--- src/common/lnb_defs.svh ---
`ifndef LNB_DEFS_SVH
`define LNB_DEFS_SVH

// Register offsets
`define LNB_CTRL_OFFSET 8'h01
`define LNB_STATUS_OFFSET 8'h02

// Control register fields and reset value
`define LNB_CTRL_RESET 8'h40
`define LNB_BIT_TONE_DOUBLE 0
`define LNB_BIT_SW_LIMIT 2
`define LNB_BIT_FREQ_HALF 3
`define LNB_BIT_TIMER 4
`define LNB_BIT_TONE_INT 6
`define LNB_BIT_I2C_CON 7

// Status register fields
`define LNB_BIT_LEVEL_OK 0
`define LNB_BIT_OC_ACTIVE 1
`define LNB_BIT_THERMAL 2
`define LNB_BIT_FAULT 3

// Timing in its own units
`define LNB_CLOCK_HZ 10000000
`define LNB_TICK_US 1000
`define LNB_TON_SHORT_MS 4
`define LNB_TOFF_SHORT_MS 128
`define LNB_TON_LONG_MS 8
`define LNB_TOFF_LONG_MS 256
`define LNB_TONE_HZ 22000

// Derived cycle counts
`define LNB_TICK_CYCLES ((`LNB_CLOCK_HZ / 1000000) * `LNB_TICK_US)
`define LNB_TONE_HALF_CYCLES (`LNB_CLOCK_HZ / (2 * `LNB_TONE_HZ))

`endif

--- src/common/lnb_pkg.sv ---
`default_nettype none
package lnb_pkg;

  // Hiccup timer states, one-hot
  typedef enum logic [2:0] {
    ST_RUN = 3'b001,
    ST_HOLD = 3'b010,
    ST_OFF = 3'b100
  } hiccup_state_t;

  // Analog indications arriving on pins
  typedef struct packed {
    logic overcurrent;
    logic temp_high;
    logic temp_low_ok;
    logic output_level_ok;
    logic enable_pin;
    logic tone_gate_input;
  } pin_in_t;

endpackage
`default_nettype wire

--- src/hdl/lnb_hiccup_timer.sv ---
`timescale 1ns/1ps
`default_nettype none
`include "lnb_defs.svh"
module lnb_hiccup_timer #(
  parameter int TICK_CYCLES = `LNB_TICK_CYCLES
) (
  // Clock and reset
  input wire logic i_clock,
  input wire logic i_resetn,
  // Protection inputs
  input wire logic i_overcurrent,
  input wire logic i_long_timing,
  // Converter control
  output logic o_converter_on,
  output logic o_trip
);
  localparam int TW = $clog2(TICK_CYCLES + 1);

  lnb_pkg::hiccup_state_t state_reg, state_next;
  logic [TW-1:0] div_reg, div_next;
  logic [8:0] ms_reg, ms_next;
  logic trip_reg, trip_next;
  logic tick;
  logic [8:0] on_ms;
  logic [8:0] off_ms;

  // Millisecond tick and selected period pair
  assign tick = (div_reg == TW'(TICK_CYCLES - 1));
  assign on_ms = i_long_timing ? 9'(`LNB_TON_LONG_MS) : 9'(`LNB_TON_SHORT_MS);
  assign off_ms = i_long_timing ? 9'(`LNB_TOFF_LONG_MS) : 9'(`LNB_TOFF_SHORT_MS);

  // Next state; divider and count restart on every new episode
  always_comb begin
    state_next = state_reg;
    div_next = tick ? '0 : div_reg + 1'b1;
    ms_next = ms_reg + {8'h00, tick};
    trip_next = 1'b0;
    case (state_reg)
      lnb_pkg::ST_RUN: begin
        if (i_overcurrent) begin
          state_next = lnb_pkg::ST_HOLD;
          div_next = '0;
          ms_next = 9'h000;
        end
      end
      lnb_pkg::ST_HOLD: begin
        if (!i_overcurrent) begin
          state_next = lnb_pkg::ST_RUN;
        end else if (tick && (ms_reg == on_ms - 9'h001)) begin
          state_next = lnb_pkg::ST_OFF;
          div_next = '0;
          ms_next = 9'h000;
          trip_next = 1'b1;
        end
      end
      lnb_pkg::ST_OFF: begin
        if (tick && (ms_reg == off_ms - 9'h001)) begin
          state_next = lnb_pkg::ST_RUN;
        end
      end
      default: begin
        state_next = lnb_pkg::ST_RUN;
      end
    endcase
  end

  // State registers
  always_ff @(posedge i_clock or negedge i_resetn) begin
    if (!i_resetn) begin
      state_reg <= lnb_pkg::ST_RUN;
      div_reg <= '0;
      ms_reg <= 9'h000;
      trip_reg <= 1'b0;
    end else begin
      state_reg <= state_next;
      div_reg <= div_next;
      ms_reg <= ms_next;
      trip_reg <= trip_next;
    end
  end

  assign o_converter_on = (state_reg != lnb_pkg::ST_OFF);
  assign o_trip = trip_reg;
endmodule // lnb_hiccup_timer
`default_nettype wire

--- src/hdl/lnb_protect_tone_ctrl.sv ---
`timescale 1ns/1ps
`default_nettype none
`include "lnb_defs.svh"
module lnb_protect_tone_ctrl #(
  parameter int TICK_CYCLES = `LNB_TICK_CYCLES,
  parameter int TONE_HALF = `LNB_TONE_HALF_CYCLES
) (
  // Clock and reset
  input wire logic i_clock,
  input wire logic i_resetn,
  // Asynchronous indications from pins and comparators
  input wire lnb_pkg::pin_in_t i_pins,
  // Register port behind the serial slave
  input wire logic i_reg_wr,
  input wire logic i_reg_rd,
  input wire logic [7:0] i_reg_addr,
  input wire logic [7:0] i_reg_wdata,
  output logic [7:0] o_reg_rdata,
  output logic o_reg_rvalid,
  // Power stage controls
  output logic o_output_enable,
  output logic o_converter_on,
  output logic o_boost_half_freq,
  output logic o_switch_limit_5x,
  // Fault line and tone
  output logic o_fault_n,
  output logic o_tone_out
);
  localparam int PW = $bits(lnb_pkg::pin_in_t);
  localparam int CW = $clog2(TONE_HALF + 1);

  logic [PW-1:0] s1_reg, s2_reg, s3_reg;
  logic [PW-1:0] filt_reg, filt_next;
  lnb_pkg::pin_in_t pin;

  // Three-stage synchroniser; a level counts once stages two and three agree
  generate
    for (genvar g = 0; g < PW; g++) begin : g_sync
      always_comb begin
        filt_next[g] = (s2_reg[g] == s3_reg[g]) ? s3_reg[g] : filt_reg[g];
      end
    end
  endgenerate

  always_ff @(posedge i_clock or negedge i_resetn) begin
    if (!i_resetn) begin
      s1_reg <= '0;
      s2_reg <= '0;
      s3_reg <= '0;
      filt_reg <= '0;
    end else begin
      s1_reg <= i_pins;
      s2_reg <= s1_reg;
      s3_reg <= s2_reg;
      filt_reg <= filt_next;
    end
  end

  assign pin = lnb_pkg::pin_in_t'(filt_reg);

  // Control register and read port
  logic [7:0] ctrl_reg, ctrl_next;
  logic [7:0] rdata_reg, rdata_next;
  logic rvalid_reg, rvalid_next;
  logic [7:0] status_value;
  logic ctrl_sel;
  logic status_sel;
  logic status_read;

  // Hiccup timer outputs
  logic conv_on;
  logic oc_trip;

  // Thermal, fault and enable history
  logic thermal_reg, thermal_next;
  logic fault_reg, fault_next;
  logic en_prev_reg, en_prev_next;
  logic out_en_reg, out_en_next;
  logic thermal_entry;
  logic fault_set;
  logic clear_by_read;
  logic clear_by_pin;

  assign ctrl_sel = (i_reg_addr == `LNB_CTRL_OFFSET);
  assign status_sel = (i_reg_addr == `LNB_STATUS_OFFSET);
  assign status_read = i_reg_rd && status_sel;

  // Status word; unused bits read zero
  always_comb begin
    status_value = 8'h00;
    status_value[`LNB_BIT_LEVEL_OK] = pin.output_level_ok;
    status_value[`LNB_BIT_OC_ACTIVE] = ~conv_on;
    status_value[`LNB_BIT_THERMAL] = thermal_reg;
    status_value[`LNB_BIT_FAULT] = fault_reg;
  end

  // Register access never looks at protection state, so it runs on in shutdown
  always_comb begin
    ctrl_next = ctrl_reg;
    if (i_reg_wr && ctrl_sel) begin
      ctrl_next = i_reg_wdata;
    end
    rdata_next = rdata_reg;
    rvalid_next = i_reg_rd;
    if (i_reg_rd) begin
      if (ctrl_sel) begin
        rdata_next = ctrl_reg;
      end else if (status_sel) begin
        rdata_next = status_value;
      end else begin
        rdata_next = 8'h00;
      end
    end
  end

  always_ff @(posedge i_clock or negedge i_resetn) begin
    if (!i_resetn) begin
      ctrl_reg <= `LNB_CTRL_RESET;
      rdata_reg <= 8'h00;
      rvalid_reg <= 1'b0;
    end else begin
      ctrl_reg <= ctrl_next;
      rdata_reg <= rdata_next;
      rvalid_reg <= rvalid_next;
    end
  end

  assign o_reg_rdata = rdata_reg;
  assign o_reg_rvalid = rvalid_reg;
  assign o_boost_half_freq = ctrl_reg[`LNB_BIT_FREQ_HALF];
  assign o_switch_limit_5x = ctrl_reg[`LNB_BIT_SW_LIMIT];

  // Hiccup timing
  lnb_hiccup_timer #(
    .TICK_CYCLES(TICK_CYCLES)
  ) u_hiccup (
    .i_clock(i_clock),
    .i_resetn(i_resetn),
    .i_overcurrent(pin.overcurrent),
    .i_long_timing(ctrl_reg[`LNB_BIT_TIMER]),
    .o_converter_on(conv_on),
    .o_trip(oc_trip)
  );

  // Thermal hysteresis, fault latch and output gating
  assign thermal_entry = pin.temp_high && !thermal_reg;
  assign fault_set = oc_trip || thermal_entry;
  assign clear_by_read = ctrl_reg[`LNB_BIT_I2C_CON] && status_read;
  assign clear_by_pin = !ctrl_reg[`LNB_BIT_I2C_CON] && pin.enable_pin && !en_prev_reg;

  always_comb begin
    thermal_next = thermal_reg;
    if (pin.temp_high) begin
      thermal_next = 1'b1;
    end else if (pin.temp_low_ok) begin
      thermal_next = 1'b0;
    end
    // Set wins over a clear landing in the same cycle
    fault_next = fault_reg;
    if (fault_set) begin
      fault_next = 1'b1;
    end else if (clear_by_read || clear_by_pin) begin
      fault_next = 1'b0;
    end
    en_prev_next = pin.enable_pin;
    out_en_next = conv_on && !thermal_reg;
  end

  always_ff @(posedge i_clock or negedge i_resetn) begin
    if (!i_resetn) begin
      thermal_reg <= 1'b0;
      fault_reg <= 1'b0;
      en_prev_reg <= 1'b0;
      out_en_reg <= 1'b0;
    end else begin
      thermal_reg <= thermal_next;
      fault_reg <= fault_next;
      en_prev_reg <= en_prev_next;
      out_en_reg <= out_en_next;
    end
  end

  assign o_fault_n = ~fault_reg;
  assign o_output_enable = out_en_reg;
  assign o_converter_on = conv_on;

  // Tone path; generator phase starts fresh on each envelope so bursts are clean
  logic [CW-1:0] tone_cnt_reg, tone_cnt_next;
  logic tone_phase_reg, tone_phase_next;
  logic tone_reg, tone_next;
  logic tone_internal;

  assign tone_internal = ctrl_reg[`LNB_BIT_TONE_INT];

  always_comb begin
    tone_cnt_next = tone_cnt_reg;
    tone_phase_next = tone_phase_reg;
    if (!pin.tone_gate_input) begin
      tone_cnt_next = '0;
      tone_phase_next = 1'b1;
    end else if (tone_cnt_reg == CW'(TONE_HALF - 1)) begin
      tone_cnt_next = '0;
      tone_phase_next = ~tone_phase_reg;
    end else begin
      tone_cnt_next = tone_cnt_reg + 1'b1;
    end
    // External mode follows the pin edge for edge when each level lasts two or more cycles, including 44 kHz
    if (tone_internal) begin
      tone_next = pin.tone_gate_input && tone_phase_reg;
    end else begin
      tone_next = pin.tone_gate_input;
    end
  end

  always_ff @(posedge i_clock or negedge i_resetn) begin
    if (!i_resetn) begin
      tone_cnt_reg <= '0;
      tone_phase_reg <= 1'b1;
      tone_reg <= 1'b0;
    end else begin
      tone_cnt_reg <= tone_cnt_next;
      tone_phase_reg <= tone_phase_next;
      tone_reg <= tone_next;
    end
  end

  assign o_tone_out = tone_reg;
endmodule // lnb_protect_tone_ctrl
`default_nettype wire

--- config.mk ---
export PLATFORM = sky130hd
export DESIGN_NAME = lnb_protect_tone_ctrl
export DESIGN_NICKNAME = d
export VERILOG_FILES = /design/src/common/lnb_pkg.sv /design/src/hdl/lnb_hiccup_timer.sv /design/src/hdl/lnb_protect_tone_ctrl.sv
export VERILOG_INCLUDE_DIRS = /design/src /design/src/common
export SDC_FILE = /design/constraint.sdc
export NUM_CORES = 1
export LEC_CHECK = 0
export ABC_CLOCK_PERIOD_IN_PS = 2500
export BUFFER_PORTS_ARGS = -buffer_cell sky130_fd_sc_hd__buf_2
export CAP_MARGIN = 0
export CORE_UTILIZATION = 27
export DETAILED_ROUTE_END_ITERATION = 8
export PLACE_DENSITY_LB_ADDON = 0.05
export SETUP_SLACK_MARGIN = 0.3
export SLEW_MARGIN = 20
export SYNTH_ARGS = -nofsm -noshare
export SYNTH_HDL_FRONTEND = slang
export SYNTH_SLANG_ARGS = --single-unit
export TNS_END_PERCENT = 100
--- constraint.sdc ---
create_clock -name i_clock -period 2.5 [get_ports i_clock]
set_input_delay 0.375 -clock i_clock [delete_from_list [all_inputs] [get_ports i_clock]]
set_output_delay 0.375 -clock i_clock [all_outputs]
set_load 0.05 [all_outputs]
Word-level counts from Yosys, hierarchy flattened
Cells that the tools add are included.
{"block": "totals", "reg_bits": 82, "output_inout_bits": 15, "wordCells": 99}
{"block": "op_classes", "n_addsub": 5, "eq_ne": 20, "muxes": 30, "n_bitwise": 3, "n_reduce_logical": 18}
{"cell": "$mux 14", "count": 4}
{"cell": "$mux 9", "count": 4}
{"cell": "$pmux 14 s2", "count": 1}
{"cell": "$mux 8", "count": 3}
{"cell": "$eq 9x9->1", "count": 2}
{"cell": "$pmux 9 s2", "count": 1}
{"cell": "$sub 9x1->9 const B", "count": 2}
{"cell": "$add 14x1->14 const B", "count": 1}
{"cell": "$eq 14x14->1 const B", "count": 1}
{"cell": "$mux 3", "count": 4}
{"cell": "$logic_and 1x1->1", "count": 10}
{"cell": "$mux 1", "count": 10}
{"cell": "$add 9x1->9", "count": 1}
{"cell": "$pmux 3 s3", "count": 1}
{"cell": "$add 8x1->8 const B", "count": 1}
{"cell": "$eq 8x1->1 const B", "count": 1}
{"cell": "$eq 8x2->1 const B", "count": 1}
{"cell": "$eq 8x8->1 const B", "count": 1}
{"cell": "$mux 4", "count": 2}
{"cell": "$eq 1x1->1", "count": 6}
{"cell": "$ne 2x1->1 const B", "count": 2}
{"cell": "$reduce_bool 2->1", "count": 2}
{"cell": "$eq 3x1->1 const B", "count": 1}
{"cell": "$eq 3x2->1 const B", "count": 1}
{"cell": "8 further kinds", "count": 13}

Logic depth before layout (Yosys ltp)
Gate-level depths: netlist (run 1).
{"block": "depth", "word_depth": 7, "depth_mapped": 10, "depth_no_buf": 9}

Cells and area by module
From an unflattened synthesis (run 1), not the netlist that was laid out.
{"block": "hier_totals", "cells_unflattened": 268, "hier_area_um2": 3359.5}
{"mod": "lnb_protect_tone_ctrl", "n_inst": 1, "cells_per_inst": 133, "area_per_inst_um2": 1993.2, "seq_area_each_um2": 1378.8}
{"mod": "lnb_hiccup_timer", "n_inst": 1, "cells_per_inst": 135, "area_per_inst_um2": 1366.3, "seq_area_each_um2": 676.9}

Least setup slack after synthesis (run 1)
No wires, ideal clock.
{"block": "synth_path", "path_kind": "reg2reg", "from": "reg u_hiccup.div_reg[7]", "to": "reg u_hiccup.ms_reg[8]", "setup_time_ps": 127, "arrival_time_ps": 2269, "path_slack_ps": 104, "stages_incl_launch_ff": 10, "path_buffers": 1, "period_less_slack_ps": 2396, "cell_sequence": "dfrtp_1 -> or4b_1 -> or4_4 -> buf_6 -> inv_1 -> ha_1 -> ha_1 -> nand4_1 -> xor2_1 -> nor2_1"}
{"block": "synth_via", "elab_chain_len": 5}
{"item": "start: declaration", "line": "lnb_hiccup_timer.sv:20", "rtl": "logic [TW-1:0] div_reg, div_next;"}
{"item": "start signal: assignment", "line": "lnb_hiccup_timer.sv:76", "rtl": "div_reg <= div_next;"}
{"item": "$eq 14x14->1 *", "line": "lnb_hiccup_timer.sv:28", "rtl": "assign tick = (div_reg == TW'(TICK_CYCLES - 1));"}
{"item": "$add 9x1->9 / $logic_and 1x1->1 (equally long branches)", "line": "lnb_hiccup_timer.sv:36, lnb_hiccup_timer.sv:49"}
{"item": "$mux 9", "line": "lnb_hiccup_timer.sv:49", "rtl": "end else if (tick && (ms_reg == on_ms - 9'h001)) begin"}
{"item": "$mux 9", "line": "lnb_hiccup_timer.sv:47", "rtl": "if (!i_overcurrent) begin"}
{"item": "$pmux 9 s2 *", "line": "lnb_hiccup_timer.sv:38", "rtl": "case (state_reg)"}
{"item": "via u_hiccup.ms_next[8]", "line": "lnb_hiccup_timer.sv:21", "rtl": "logic [8:0] ms_reg, ms_next;"}
{"item": "end signal: assignment", "line": "lnb_hiccup_timer.sv:77", "rtl": "ms_reg <= ms_next;"}
{"item": "end: declaration", "line": "lnb_hiccup_timer.sv:21"}
Mark *: on every way through the listed nets, which the timed path passes. The rest lies on a longest branch.
A chain may end at the register's enable or synchronous reset.

Worst setup path in the final report (run 1)
{"block": "layout_path", "from": "reg u_hiccup.div_reg[5]", "to": "reg u_hiccup.ms_reg[5]"}
Same word-level chain as after synthesis.

==> run metrics, run 1 <==
largest net degree at the start of global routing 38; post-route cell area 0.00407 mm²; area leader, netlist dfrtp_1; unrepaired setup endpoints after global routing yes; fill cell count about 1200; Yosys cell types 43; CTS hold repair buffers 0; fin crit share 0.866; post-synthesis register bit count 82; wire per inst 13.6 µm; WHS between 0.006 and 0.007 ns; max reg flops 14; routability cong. 0.706; Ys Warns 0; Clock Skews around 0.0034 ns; Hold Fails Final Rpt 0; Post-Synth Simple-Gate Area 0.163; antenna violations before repair 0; failing checks DRC; Max Fclk 462 MHz; Leakage about 1.9 nW; async set-reset flop share out of synthesis 1.00; synth top area cells dfrtp_1 60%, xnor2_1 4.8%, nor2_1 3.7%, mux2_2 2.8%, dfstp_2 2.4%; crit path kind flop to flop; Slew Viols, Final 0; area of the multi-input gates ~0.0012 mm²; Rel. slew slack 0.673; Clock Sinks around 80; area post-placement around 0.0037 mm²; Longest Clk Path Bufs 2; final-report setup violation count 0; Num CTS Buffers 9; Synth Cell Area between 0.003 and 0.004 mm²; Pwr Total a little over 3 mW; Die Y about 110 µm; Synth Area in Adders 0.0374; port bufs 40; syn avg cell area roughly 12 µm²; Hold Crit Class input pin to asynchronous set/reset pin; max-cap violations 0; status finished, violations left; Die X-Extent 112 µm; Tot GR Track Use 0.115; antenna viol nets, final 0; reg2reg path depth 8; Tmin final around 2.2 ns; WP data required about 2.7 ns; clock slew at reported path FFs approximately 0.060 ns; Root Driver clkbuf_16; peak supply drop around 330 µV; Layout Nets about 350; CTS tree yes; Starting Density 0.282; layout cells sized above 1 0.294; syn nets between 200 and 300; area of the core 0.0116 mm²; utilization of the core after routing 0.351; Iter 0 DRT Violations between 80 and 90; critical path launch point u_hiccup.div_reg[5]; full die area between 0.01 and 0.015 mm²; number of global-route vias before repair roughly 2200; largest family of logic cells by synthesized area simple AND/OR/NAND/NOR gates; share of the synthesized area in the top cell type 0.604; DP HPWL approximately 4500 µm; vias per cell 4.44; PwrDens between 700 and 800 mW/mm²; # H-tree levels 3; XOR/XNOR share of the synthesized area 0.0722; # diodes 0; reg-to-reg startpoint u_hiccup.div_reg[5]; post-synthesis compound-gate area fraction 0.0535; worst r2r dst u_hiccup.ms_reg[5]; Critical Path Fanout Max 4; drt pass-1 iters 6; Layout area overhead 24.3%; Commonest cells post-synth 79 x dfrtp_1, 32 x nor2_1, 18 x xnor2_1; top-count cell post-synth dfrtp_1; Worst setup SP type flop; final setup TNS 0 ns; post-synthesis sequential area ratio 0.628; Reg area roughly 0.002 mm²; Data arrival, critical path about 2.4 ns; Crit. End Element flop; multiplexer area fraction after synthesis 0.0275; first-pass GRT wire length about 11000 µm; clk_lat worst skew approximately 0.33 ns; final wirelength about 6400 µm; Least-Margin Pin Slew roughly 0.49 ns; DR DRC count 7; Top FF cell, synth dfrtp_1; I/O Pins 41; Row Count 39; reg-to-reg slack, setup about 0.34 ns; Post-synth EDFFs 0; DR vias about 2100; Post-Synthesis Cells about 260; global route overflow 0
## metal layers
metal  vias to the layer above  track usage  part of all wire
met2                        42        0.173              0.44
met1                      1003        0.153              0.51
met5                         -            0                 0
li1                       1035            -                 -
met4                         0       0.0480             0.015
met3                         8       0.0340             0.039
## worst max-delay path: stages (launching register included)
cell and delay [ns]:
dfrtp_2 0.42, or3_1 0.38, or4_4 0.55, inv_4 0.07, ha_4 0.14, and3_4 0.20, nand3_2 0.08, xor2_1 0.16
nor2_1 0.05
## stage by stage
step                setup slack (ns)  cells
floorplan                      0.297    263
global placement               0.338    447
detailed placement             0.318    447
CTS                            0.300    463
global route                   0.269    470
finish                         0.336    470
## cell type report
cell class,count,share of cell area
Sequential cell,82,0.506
Multi-Input combinational cell,167,0.295
Timing Repair Buffer,53,0.0768
Clock buffer,10,0.0587
Tap cell,143,0.0439
Clock inverter,6,0.0104
Inverter,9,0.00891
## how the worst max path moves through the flow
stage / to / slack, ns / cells past startpoint
finish: u_hiccup.ms_reg[5] / 0.34 / 8
global route: u_hiccup.ms_reg[5] / 0.27 / 8
CTS: u_hiccup.ms_reg[5] / 0.30 / 8
detailed placement: u_hiccup.ms_reg[5] / 0.32 / 8
global placement: u_hiccup.ms_reg[5] / 0.34 / 8
floorplan: u_hiccup.ms_reg[5] / 0.30 / 9
## layout by cell type (no fill, tap or decap), types with 9 or more instances in the layout
cell type / n
buf_2: 39
buf_4: 13
clkbuf_16: 9
dfrtp_1: 75
nand2_1: 10
nand3_1: 11
nor2_1: 32
xnor2_1: 18
xor2_1: 9
## cell families after synthesis
kind of cell,Yosys count
buffers and inverters,14
multiplexers,8
flip-flops,82
XOR/XNOR,27
AO/OA/AOI/OAI,21
AND/OR/NAND/NOR,100
adder cells (fa/ha/maj),11
## timing repair
action	CTS	global route
setup endpoints to repair	0	15
buffers inserted	0	7
gates resized for setup	0	6
## report_power, final
group | leakage [nW] | internal (mW) | switching [mW] | total [mW]
Sequential | 1.05 | 1.43 | 0.0990 | 1.53
Combinational | 0.668 | 0.130 | 0.199 | 0.329
Clock | 0.134 | 0.699 | 0.532 | 1.23
Total | 1.85 | 2.26 | 0.829 | 3.09
Note: power is estimated with default switching activity, not from simulation.
==> run 2, diff against run 1 <==
--- a/config.mk
+++ b/config.mk
@@ -9,6 +9,8 @@
 export ABC_CLOCK_PERIOD_IN_PS = 2500
 export BUFFER_PORTS_ARGS = -buffer_cell sky130_fd_sc_hd__buf_2
 export CAP_MARGIN = 0
+export CELL_PAD_IN_SITES_DETAIL_PLACEMENT = 0
+export CELL_PAD_IN_SITES_GLOBAL_PLACEMENT = 1
 export CORE_UTILIZATION = 27
 export DETAILED_ROUTE_END_ITERATION = 8
 export PLACE_DENSITY_LB_ADDON = 0.05
==> run 2 against run 1 <==
  * Clock skew rose by 0.0038 ns
  * First-iteration DRC count fell by 7.4%
  * Count of clock-buffer cells in the layout rose by 3
  * Via count rose by 1.0%
  * The flow still finishes with violations (DRC)
==> run metrics, run 2 (synthesis results as in run 1) <==
status finished, violations left (unchanged); failing checks DRC (unchanged); WP data required 2.72 ns (about the same); most frequent cells in the layout 78 x dfrtp_1, 39 x buf_2, 32 x nor2_1 (was 75 x dfrtp_1, 39 x buf_2, 32 x nor2_1); worst-path cell chain or4b_1 -> or4_4 -> inv_2 -> ha_4 -> and3_4 -> nand3_2 -> xor2_1 -> nor2_1 (was or3_1 -> or4_4 -> inv_4 -> ha_4 -> and3_4 -> nand3_2 -> xor2_1 -> nor2_1); area of the multi-input gates 0.00121 mm² (was 0.00120 mm²); fill cell count 1157 (was 1165); Tmin final 2.18 ns (was 2.16 ns); DP Cell Count 445 (was 447); Starting Density 0.282 (unchanged); Final Non-Filler Cells 467 (was 470); Data arrival, critical path 2.40 ns (was 2.39 ns); GR Layer Usage met3 0.0292 (was 0.0340); DR DRC count 8 (was 7); Die Y 112 µm (unchanged); max reg flops 14 (unchanged); CTS hold repair buffers 0 (unchanged); Leakage 1.84 nW (was 1.85 nW); Critical Path Fanout Max 3 (was 4); largest net degree at the start of global routing 83 (was 38); PwrDens 777 mW/mm² (was 760 mW/mm²); area post-placement 0.00371 mm² (was 0.00373 mm²); routability cong. 0.715 (was 0.706); post-route cell area 0.00405 mm² (was 0.00407 mm²); CP max stage delay 0.52 ns (was 0.55 ns); # H-tree levels 3 (unchanged); unrepaired setup endpoints after global routing yes (unchanged); Layout area overhead 23.6% (was 24.3%); Least-Margin Pin Slew 0.487 ns (was 0.490 ns); CTS tree yes (unchanged); Clock Skews 0.00723 ns (was 0.00343 ns); peak supply drop 233 µV (was 329 µV); most common cell after layout, fill and taps aside dfrtp_1 (unchanged); Layout Nets 350 (was 353); number of global-route vias before repair 2164 (was 2157); clock slew at reported path FFs 0.06 ns (about the same); first-pass GRT wire length 11100 µm (about the same); antenna viol nets, final 0 (unchanged); Num CTS Buffers 9 (unchanged); clk_lat worst skew 0.34 ns (was 0.33 ns); Iter 0 DRT Violations 75 (was 81); GRT met2 Usage 0.172 (was 0.173); Hold Crit Class input pin to asynchronous set/reset pin (unchanged); Die X-Extent 112 µm (unchanged); final-report setup violation count 0 (unchanged); Clock Sinks 82 (unchanged); antenna violations before repair 0 (unchanged); drt pass-1 iters 6 (unchanged); port bufs 40 (unchanged); Row Count 39 (unchanged); Critical Path Slowest Stage Cell or4b_1 (was or4_4); grt peak-use layer met2 (unchanged); I/O Pins 41 (unchanged); fin crit share 0.871 (was 0.866); # diodes 0 (unchanged); area of the core 0.0116 mm² (unchanged); layout cells sized above 1 0.269 (was 0.294); DP HPWL 4260 µm (was 4470 µm); final wirelength 6460 µm (was 6410 µm); Reg area 0.00206 mm² (about the same); global route overflow 0 (unchanged); Max Fclk 459 MHz (was 462 MHz); final setup TNS 0 ns (unchanged); Tot GR Track Use 0.116 (was 0.115); GRT met1 Usage 0.151 (was 0.153); WHS 0.0634 ns (was 0.00606 ns); Hold Fails Final Rpt 0 (unchanged); Slew Viols, Final 0 (unchanged); max-cap violations 0 (unchanged); vias per cell 4.52 (was 4.44); DR vias 2109 (was 2088); Longest Clk Path Bufs 2 (unchanged); Worst setup SP type flop (unchanged); Root Driver clkbuf_16 (unchanged); full die area 0.0126 mm² (unchanged); wire per inst 13.8 µm (was 13.6 µm); Crit. End Element flop (unchanged); crit path kind flop to flop (unchanged); Rel. slew slack 0.673 (about the same)
## run 2: repair_timing
item / CTS / global route
endpoints found under the setup margin: 3 / 18
setup buffers: 2 / 4
pin swaps: 0 / 3
resized for setup: 0 / 4
## run 2: area by class of cell
class                   count  share of cell area
well taps                 143              0.0442
multi-input cells         167               0.298
repair buffers             50              0.0717
clock buffers              13              0.0593
inverters                   9             0.00834
flip-flops and latches     82               0.508
clock inverters             3              0.0105
## run 2: worst paths after layout
| path | from | endpoint | slack [ns] | cells past startpoint |
|---|---|---|---|---|
| max reg2reg | u_hiccup.div_reg[12] | u_hiccup.ms_reg[5] | 0.32 | 8 |
| min reg2reg | s1_reg[5] | s2_reg[5] | 0.35 | 0 |
| max in group asynchronous | i_resetn | u_hiccup.state_reg[0] | 2.08 | 2 |
| min | i_resetn | filt_reg[0] | 0.06 | 2 |
| max | u_hiccup.div_reg[12] | u_hiccup.ms_reg[5] | 0.32 | 8 |
| min in group i_clock | i_pins[0] | s1_reg[0] | 0.14 | 1 |
## run 2: report_power, final
part	total (mW)	internal, mW	switching, mW
clock	1.29	0.774	0.516
sequential	1.53	1.43	0.0996
combinational	0.327	0.127	0.199
total	3.15	2.33	0.815
## run 2: routing by layer
| metal | wire length [µm] | up-vias |
|---|---|---|
| met1 | 3090 | 1028 |
| met3 | 313 | 10 |
| li1 | - | 1027 |
| met2 | 2890 | 44 |
| met5 | 0 | - |
| met4 | 174 | 0 |
## run 2: critical path, delay by kind of cell (launching register included)
kind,cells,cell delay (ns)
flops,1,0.40
simple gates,5,1.30
buf+inv,1,0.08
fa+ha+maj,1,0.14
xor+xnor,1,0.14
## run 2: metrics by stage
stage	util	power, mW	setup slack (ns)
2_1_floorplan	-	1.75	0.297
3_3_place_gp	0.319	1.90	0.270
3_5_place_dp	0.319	1.89	0.258
4_1_cts	0.345	3.21	0.292
5_1_grt	0.349	3.34	0.199
6_report	0.349	3.15	0.322
